--- src/core/tfc_map.svh ---
// register offsets, field positions, reset values and timing counts
`ifndef TFC_MAP_SVH
`define TFC_MAP_SVH

// ************************************************************
// register indices (byte address is four times the index)
// ************************************************************
`define TFC_IDX_TEMP     10'h020
`define TFC_IDX_NV       10'h030
`define TFC_IDX_OFFS     10'h031
`define TFC_IDX_COEF     10'h032
`define TFC_IDX_T0       10'h033
`define TFC_IDX_STAT     10'h034
`define TFC_IDX_COMP     10'h035

// ************************************************************
// field positions
// ************************************************************
`define TFC_NV_THERM_EN  1
`define TFC_NV_SCAN_SEL  0
`define TFC_OFFS_SIGN    7

// ************************************************************
// reset values
// ************************************************************
`define TFC_RST_TEMP     8'h55
`define TFC_RST_NV       8'h00
`define TFC_RST_OFFS     8'h00
`define TFC_RST_COEF     8'h96
`define TFC_RST_T0       6'h15

// ************************************************************
// coding and timing
// ************************************************************
`define TFC_TEMP_MAX     8'hfa
`define TFC_DT_BIAS      11'sh040
`define TFC_PPM_SCALE    25'h00003d
`define TFC_MAG_MAX      10'h3ff
`define TFC_REF_HZ       32768
`define TFC_PERIOD_S     32
`define TFC_SLOTS        1024

`endif

--- src/core/tfc_pkg.sv ---
// state types of the compensation block
package tfc_pkg;

	typedef struct packed {
		logic        xs1;
		logic        xs2;
		logic        xprev;
		logic        ref_pulse;
		logic        lv1a;
		logic        lv1b;
		logic        lv2a;
		logic        lv2b;
		logic [7:0]  sa;
		logic [7:0]  sb;
		logic [7:0]  temp;
		logic [7:0]  nv;
		logic [7:0]  offs;
		logic [7:0]  coef;
		logic [5:0]  t0;
		logic        flag1;
		logic        flag2;
		logic        frozen;
		logic [9:0]  cmag;
		logic        cins;
		logic [31:0] prdata;
		logic        pready;
		logic        pslverr;
	} tfc_state_t;

	typedef struct packed {
		logic [16:0] cnt;
		logic [15:0] slot;
		logic [9:0]  acc;
		logic        pending;
		logic [4:0]  sec;
		logic        tick;
		logic        pstart;
	} corr_state_t;

endpackage

--- src/core/comp_calc.sv ---
// compensation value from crystal parameters and temperature
`include "tfc_map.svh"

module comp_calc (
	input  wire logic [7:0] temp_i,
	input  wire logic [7:0] offset_i,
	input  wire logic [7:0] coef_i,
	input  wire logic [5:0] turnover_i,
	output logic      [9:0] corr_mag_o,
	output logic            corr_insert_o
);

	always_comb begin
		logic signed [10:0] dt;
		logic        [9:0]  adt;
		logic        [19:0] sq;
		logic        [27:0] prod;
		logic signed [18:0] c;
		logic        [18:0] ac;
		logic        [24:0] sc;
		dt = '0;
		adt = '0;
		sq = '0;
		prod = '0;
		c = '0;
		ac = '0;
		sc = '0;
		// temp-60 minus turnover+4
		dt = $signed({3'h0, temp_i}) - $signed({5'h0, turnover_i})
			- `TFC_DT_BIAS;
		adt = dt[10] ? 10'(-dt) : dt[9:0];
		sq = adt * adt;
		// quadratic drift always slows the crystal
		prod = coef_i * sq;
		// sign 1 means fast, so its offset is taken off
		if (offset_i[`TFC_OFFS_SIGN])
			c = $signed({3'h0, prod[27:12]})
				- $signed({12'h0, offset_i[6:0]});
		else
			c = $signed({3'h0, prod[27:12]})
				+ $signed({12'h0, offset_i[6:0]});
		ac = c[18] ? 19'(-c) : c;
		// register units carry a 1.05 factor, undone as 61/64
		sc = {6'h00, ac} * `TFC_PPM_SCALE;
		corr_mag_o = (|sc[24:16]) ? `TFC_MAG_MAX : sc[15:6];
		corr_insert_o = ~c[18];
	end

endmodule

--- src/core/pulse_corrector.sv ---
// prescaler with inserted or removed reference pulses
`include "tfc_map.svh"

module pulse_corrector #(
	parameter int SEC_REFS  = `TFC_REF_HZ,
	parameter int SLOT_REFS = (`TFC_PERIOD_S * SEC_REFS) / `TFC_SLOTS
) (
	input  wire logic       clk_i,
	input  wire logic       rst_n_i,
	input  wire logic       ref_pulse_i,
	input  wire logic [9:0] comp_mag_i,
	input  wire logic       comp_insert_i,
	output logic            second_tick_o,
	output logic            period_start_o,
	output logic      [4:0] second_count_o
);

	tfc_pkg::corr_state_t s;
	tfc_pkg::corr_state_t next_s;

	always_comb begin
		logic [17:0] sum;
		logic [10:0] asum;
		logic [1:0]  step;
		sum = '0;
		asum = '0;
		step = 2'h1;
		next_s = s;
		next_s.tick = 1'b0;
		next_s.pstart = 1'b0;
		if (ref_pulse_i) begin
			// one pulse more or one less, never the oscillator
			if (s.pending) begin
				step = comp_insert_i ? 2'h2 : 2'h0;
				next_s.pending = 1'b0;
			end
			sum = {1'b0, s.cnt} + {16'h0000, step};
			if (sum >= 18'(SEC_REFS)) begin
				next_s.cnt = 17'(sum - 18'(SEC_REFS));
				next_s.tick = 1'b1;
				next_s.sec = s.sec + 5'h01;
				next_s.pstart = (s.sec == 5'h1f);
			end else begin
				next_s.cnt = sum[16:0];
			end
			// corrections spread evenly over the 32 s period
			if (s.slot == 16'(SLOT_REFS - 1)) begin
				next_s.slot = '0;
				asum = {1'b0, s.acc} + {1'b0, comp_mag_i};
				next_s.acc = asum[9:0];
				if (asum[10])
					next_s.pending = 1'b1;
			end else begin
				next_s.slot = s.slot + 16'h0001;
			end
		end
	end

	always_ff @(posedge clk_i) begin
		if (!rst_n_i)
			s <= '0;
		else
			s <= next_s;
	end

	assign second_tick_o = s.tick;
	assign period_start_o = s.pstart;
	assign second_count_o = s.sec;

endmodule

--- src/core/temp_frequency_compensation.sv ---
// temperature compensation top: registers, thermometer, freeze, FREQUENCY_COMPENSATION_UNIT
// ************************************************************
// ************************************************************
`include "tfc_map.svh"

module temp_frequency_compensation #(
	parameter int SEC_REFS = `TFC_REF_HZ
) (
	input  wire logic        clk_i,
	input  wire logic        rst_n_i,
	input  wire logic        psel_i,
	input  wire logic        penable_i,
	input  wire logic        pwrite_i,
	input  wire logic [11:0] paddr_i,
	input  wire logic [31:0] pwdata_i,
	output logic      [31:0] prdata_o,
	output logic             pready_o,
	output logic             pslverr_o,
	input  wire logic        xtal_clk_i,
	input  wire logic [7:0]  sensor_code_i,
	input  wire logic        low_supply_status_one_i,
	input  wire logic        low_supply_status_two_i,
	output logic             second_tick_o
);

	localparam tfc_pkg::tfc_state_t RST = '{
		temp: `TFC_RST_TEMP,
		nv: `TFC_RST_NV,
		offs: `TFC_RST_OFFS,
		coef: `TFC_RST_COEF,
		t0: `TFC_RST_T0,
		default: '0
	};

	tfc_pkg::tfc_state_t s;
	tfc_pkg::tfc_state_t next_s;

	logic       tick;
	logic       pstart;
	logic [4:0] sec;
	logic [9:0] calc_mag;
	logic       calc_ins;
	logic       setup;
	logic       acc_wr;
	logic [9:0] idx;
	logic       meas;
	logic       therm_en;
	logic [7:0] clamped;

	// ************************************************************
	// sub-blocks
	// ************************************************************
	comp_calc u_calc (
		.temp_i        (s.temp),
		.offset_i      (s.offs),
		.coef_i        (s.coef),
		.turnover_i    (s.t0),
		.corr_mag_o    (calc_mag),
		.corr_insert_o (calc_ins)
	);

	pulse_corrector #(
		.SEC_REFS (SEC_REFS)
	) u_corr (
		.clk_i          (clk_i),
		.rst_n_i        (rst_n_i),
		.ref_pulse_i    (s.ref_pulse),
		.comp_mag_i     (s.cmag),
		.comp_insert_i  (s.cins),
		.second_tick_o  (tick),
		.period_start_o (pstart),
		.second_count_o (sec)
	);

	// ************************************************************
	// decode
	// ************************************************************
	assign setup = psel_i & ~penable_i;
	// a misaligned write is answered with an error and never lands
	assign acc_wr = psel_i & penable_i & s.pready & pwrite_i
		& (paddr_i[1:0] == 2'h0);
	assign idx = paddr_i[11:2];
	assign therm_en = s.nv[`TFC_NV_THERM_EN];
	assign clamped = (s.sb > `TFC_TEMP_MAX) ? `TFC_TEMP_MAX : s.sb;
	// no scan while disabled, frozen or supply low
	assign meas = tick & therm_en & ~s.frozen & ~s.lv1b
		& (~s.nv[`TFC_NV_SCAN_SEL] | (sec[3:0] == 4'h0));

	// ************************************************************
	// next state
	// ************************************************************
	always_comb begin
		next_s = s;
		// xtal edge becomes a one-cycle reference pulse
		next_s.xs1 = xtal_clk_i;
		next_s.xs2 = s.xs1;
		next_s.xprev = s.xs2;
		next_s.ref_pulse = s.xs2 & ~s.xprev;
		next_s.lv1a = low_supply_status_one_i;
		next_s.lv1b = s.lv1a;
		next_s.lv2a = low_supply_status_two_i;
		next_s.lv2b = s.lv2a;
		// sensor code must be held steady across a sample
		next_s.sa = sensor_code_i;
		next_s.sb = s.sa;

		if (meas)
			next_s.temp = clamped;

		// register writes land on the access edge
		if (acc_wr) begin
			case (idx)
				`TFC_IDX_TEMP:
					if (!therm_en)
						next_s.temp = pwdata_i[7:0];
				`TFC_IDX_NV:   next_s.nv = pwdata_i[7:0];
				`TFC_IDX_OFFS: next_s.offs = pwdata_i[7:0];
				`TFC_IDX_COEF: next_s.coef = pwdata_i[7:0];
				`TFC_IDX_T0:   next_s.t0 = pwdata_i[5:0];
				`TFC_IDX_STAT: begin
					// write zero clears, write one is ignored
					next_s.flag1 = s.flag1 & pwdata_i[0];
					next_s.flag2 = s.flag2 & pwdata_i[1];
				end
				default: ;
			endcase
		end

		// hardware set wins over the software clear
		if (s.lv1b)
			next_s.flag1 = 1'b1;
		if (s.lv2b)
			next_s.flag2 = 1'b1;

		if (s.lv1b)
			next_s.frozen = 1'b1;
		else if (!s.flag1 && !s.flag2)
			next_s.frozen = 1'b0;

		// latch a fresh value once per 32 s period
		if (pstart) begin
			next_s.cmag = calc_mag;
			next_s.cins = calc_ins;
		end

		// zero-wait slave: data and answer prepared in setup
		next_s.pready = setup;
		next_s.pslverr = 1'b0;
		if (setup) begin
			next_s.prdata = '0;
			case (idx)
				`TFC_IDX_TEMP: next_s.prdata[7:0] = s.temp;
				`TFC_IDX_NV:   next_s.prdata[7:0] = s.nv;
				`TFC_IDX_OFFS: next_s.prdata[7:0] = s.offs;
				`TFC_IDX_COEF: next_s.prdata[7:0] = s.coef;
				`TFC_IDX_T0:   next_s.prdata[5:0] = s.t0;
				`TFC_IDX_STAT:
					next_s.prdata[2:0] = {s.frozen, s.flag2, s.flag1};
				`TFC_IDX_COMP:
					next_s.prdata[10:0] = {s.cins, s.cmag};
				default: next_s.pslverr = 1'b1;
			endcase
			if (paddr_i[1:0] != 2'h0)
				next_s.pslverr = 1'b1;
		end
	end

	always_ff @(posedge clk_i) begin
		if (!rst_n_i)
			s <= RST;
		else
			s <= next_s;
	end

	assign prdata_o = s.prdata;
	assign pready_o = s.pready;
	assign pslverr_o = s.pslverr;
	assign second_tick_o = tick;
endmodule

--- config.mk ---
export PLATFORM = sky130hd
export DESIGN_NAME = temp_frequency_compensation
export DESIGN_NICKNAME = d
export VERILOG_FILES = /design/src/core/tfc_pkg.sv /design/src/core/comp_calc.sv /design/src/core/pulse_corrector.sv /design/src/core/temp_frequency_compensation.sv
export VERILOG_INCLUDE_DIRS = /design/src /design/src/core
export SDC_FILE = /design/constraint.sdc
export NUM_CORES = 1
export LEC_CHECK = 0
export BUFFER_PORTS_ARGS = -buffer_cell sky130_fd_sc_hd__clkbuf_2
export CORE_MARGIN = 2
export CORE_UTILIZATION = 36
export CTS_BUF_LIST = sky130_fd_sc_hd__clkbuf_16
export DETAILED_ROUTE_END_ITERATION = 8
export GPL_ROUTABILITY_DRIVEN = 0
export GPL_TIMING_DRIVEN = 1
export HOLD_SLACK_MARGIN = 0.08
export SLEW_MARGIN = 20
export SYNTH_ARGS = -nofsm -noshare
export SYNTH_HDL_FRONTEND = slang
export SYNTH_SLANG_ARGS = --single-unit
--- constraint.sdc ---
create_clock -name clk_i -period 20.2 [get_ports clk_i]
set_input_delay 2.02 -clock clk_i [delete_from_list [all_inputs] [get_ports clk_i]]
set_output_delay 2.02 -clock clk_i [all_outputs]
set_load 0.1 [all_outputs]
==> run_results.csv <==
group,metric,value,unit
status,status,"complete, no violations",
die,initial_core_util,36.3,%
sta,setup_viol,0,
grt,grt_first_pass_wirelength,71500,um
critical_path,cpMostUsedCell,"fa_1",
route,via_per_inst,5.01,
route,drt_iter0_drc,691,
sta,finalClockSkew,0.0185,ns
synth,synth_xor_xnor_area_share,5.20,%
place,place_ws,1.09,ns
sta,fin_crit,18.88,ns
place,hpwl,33200,um
synth,synthSimpleGateAreaFrac,19.1,%
die,ios,95,
clock_tree,cts_root_buf,"clkbuf_16",
grt,gr-total-overflow,0,
clock_tree,htree_levels,4,
die,core,51000,sq um
grt,grt_max_degree,100,
critical_path,required,20.45,ns
cells_and_area,area_delta_synth_final,8.43,%
critical_path,crit_path_end_kind,"flip-flop",
clock_tree,cts-hold-fix-buffers,0,
clock_tree,clock_latency,0.42,ns
synth,synthMostInstantiatedCell,"inv_1",
sta,fin_crit_sh,93.5,%
critical_path,critical_path_class,"reg -> reg",
synth,synth_top_family_by_area,"adder cells",
synth,ys_warn_count,0,
cells_and_area,nets,2644,
synth,syn_avg_cell_area,8.50,sq um
sta,slew_headroom,30.7,%
synth,synth-compound-area-share,13.9,%
synth,netlist_top_cells_area,"fa_1, dfxtp_1, ha_1, inv_1, and2_1",
clock_tree,cts_buffers,17,
worst_hold_path,hold_path.class,"reg -> reg",
critical_path,worstPathMaxFanout,10,
sta,hold_violations,0,
cells_and_area,n_antenna_cell,0,
clock_tree,clk_path_buf_depth,2,
route,routedWlPerCell,14.2,um
die,fp.dieH,231,um
sta,slew_viol_final,0,
synth,synth_mux_area_share,3.53,%
grt,grtUsageTotal,15.9,%
critical_path,cp_data_arrival_time,19.13,ns
place,io_buffers,49,
clock_tree,cts_sinks,140,
sta,rsz0062_at_grt,"false",
die,dieArea,53200,sq um
critical_path,path_buf_inv,10,
clock_tree,clk_pin_slew,0.06,ns
synth,syn_inst,2175,
sta,tightest_slew,1.03,ns
synth,ys.flop_type,"dfxtp_1",
critical_path,critPathMaxStageDelay,0.60,ns
synth,ys_async_sr_fraction,0,%
sta,worst_slack,1.32,ns
die,die_width,231,um
route,drc_errors,0,
route,vias,14500,
grt,antenna_found_initial,0,
synth,synth_fa_ha_area_share,33.7,%
synth,synth_seq_cells,140,
grt,grt_pass1_vias,14700,
route,drtPass1Iterations,5,
route,wl,41300,um
clock_tree,cts_resized,0,
critical_path,critPathTopFamily,"adder cells",
synth,synthDistinctLibCells,84,
synth,synth_largest_area_cell,"fa_1",
die,fp-row-count,83,
sta,clock.fmax,53.0,MHz
clock_tree,postCtsSetupBuffers,0,
critical_path,cp-start-kind,"flip-flop",
clock_tree,cts_tree,"done",
cells_and_area,layout-drive-gt1-share,5.50,%
run,cap_violations,0,
synth,netlist_area,18500,sq um
sta,holdWs,0.393,ns
synth,seq_area_frac_synth,15.2,%
synth,synth_common_cells,"inv_1, fa_1, ha_1, nand2_1, dfxtp_1",
route,drtAntennaViolNets,0,
synth,synth_top_area_share,21.6,%
critical_path,crit_slowest_cell,"nor4_4",
synth,synth-edff-count,0,
sta,setup-tns-final,0,ns
==> cells by family after synthesis <==
kind of cell    after synthesis
xor+xnor                    108
mux                          64
simple gates                680
flops                       140
other cells                   2
buf+inv                     425
compound gates              378
fa+ha+maj                   378
==> worst reg2reg max path: cells and delay by family (launching register included) <==
kind / cells / cell delay, ns
and+or+nand+nor: 15 / 3.51
adders and majority gates: 18 / 8.09
AOI/OAI and AO/OA: 18 / 4.39
DFF: 1 / 0.31
buffers and inverters: 10 / 0.98
xor gates and xnor gates: 4 / 1.44
==> sequential cells by signal (all words and copies together), names as in the netlist <==
name and cells:
s 64, u_corr.s 44, next_s 12, prdata_o 11, u_corr.second_count_o 5, pready_o 1, pslverr_o 1, u_corr.period_start_o 1
u_corr.second_tick_o 1
==> cell usage in the layout (no fill, tap or decap), types with 6 or more instances in the layout <==
| cell | n |
|---|---|
| bufinv_16 | 6 |
| o21bai_1 | 17 |
| a21o_1 | 37 |
| inv_1 | 321 |
| ha_1 | 179 |
| o211a_1 | 7 |
| nor2b_1 | 67 |
| and2_1 | 130 |
| xnor2_1 | 63 |
| a31oi_1 | 16 |
| clkbuf_2 | 48 |
| buf_4 | 11 |
| nand3b_1 | 6 |
| nand3_1 | 53 |
| or2_2 | 7 |
| nor2_1 | 98 |
| dfxtp_1 | 140 |
| nand4_1 | 21 |
| conb_1 | 60 |
| a21oi_1 | 92 |
| nor4_1 | 10 |
| o211ai_1 | 16 |
| nor3_1 | 30 |
| nand2b_1 | 18 |
| o21a_1 | 19 |
| fa_1 | 199 |
| clkbuf_16 | 17 |
| o21ai_0 | 74 |
| xor2_1 | 40 |
| and3_1 | 36 |
| a21boi_0 | 22 |
| or3_1 | 11 |
| mux2i_1 | 59 |
| a221oi_1 | 10 |
| nand2_1 | 172 |
| a211oi_1 | 9 |
==> metal layers <==
metal / GRT usage, % / wire length [um] / part of all wire (%)
met5: 0 / 0 / 0
met4: 3.23 / 495 / 1.2
met3: 1.40 / 1190 / 2.9
met2: 26.9 / 19700 / 48
met1: 22.2 / 19900 / 48
==> path summary, 6_finish.rpt <==
| path | start | cells after the start | to | slack (ns) |
|---|---|---|---|---|
| worst min-delay path | s[107] | 1 | s[106] | 0.39 |
| worst max register to register | s[78] | 65 | s[37] | 1.32 |
| worst max-delay path | s[78] | 65 | s[37] | 1.32 |
| worst min register to register | s[107] | 1 | s[106] | 0.39 |
==> per-stage QoR <==
stage	instance area, sq um	instances	utilization [%]
6_report	20000	2899	39.3
5_1_grt	20000	2899	39.3
4_1_cts	20000	2899	39.3
3_5_place_dp	19400	2867	38.0
3_3_place_gp	19400	2867	38.0
2_1_floorplan	18700	2233	-
==> layout make-up <==
type | count | area, sq um
clock inverters | 15 | 229
clock buffers | 17 | 425
multi-input cells | 1668 | 14200
repair buffers | 60 | 328
flip-flops and latches | 140 | 2800
inverters | 319 | 1200
well taps | 680 | 851
fillers | 5159 | 30900
Power is not shown: default switching activity piles up to over one toggle a cycle in this logic, so the estimate is an artifact.
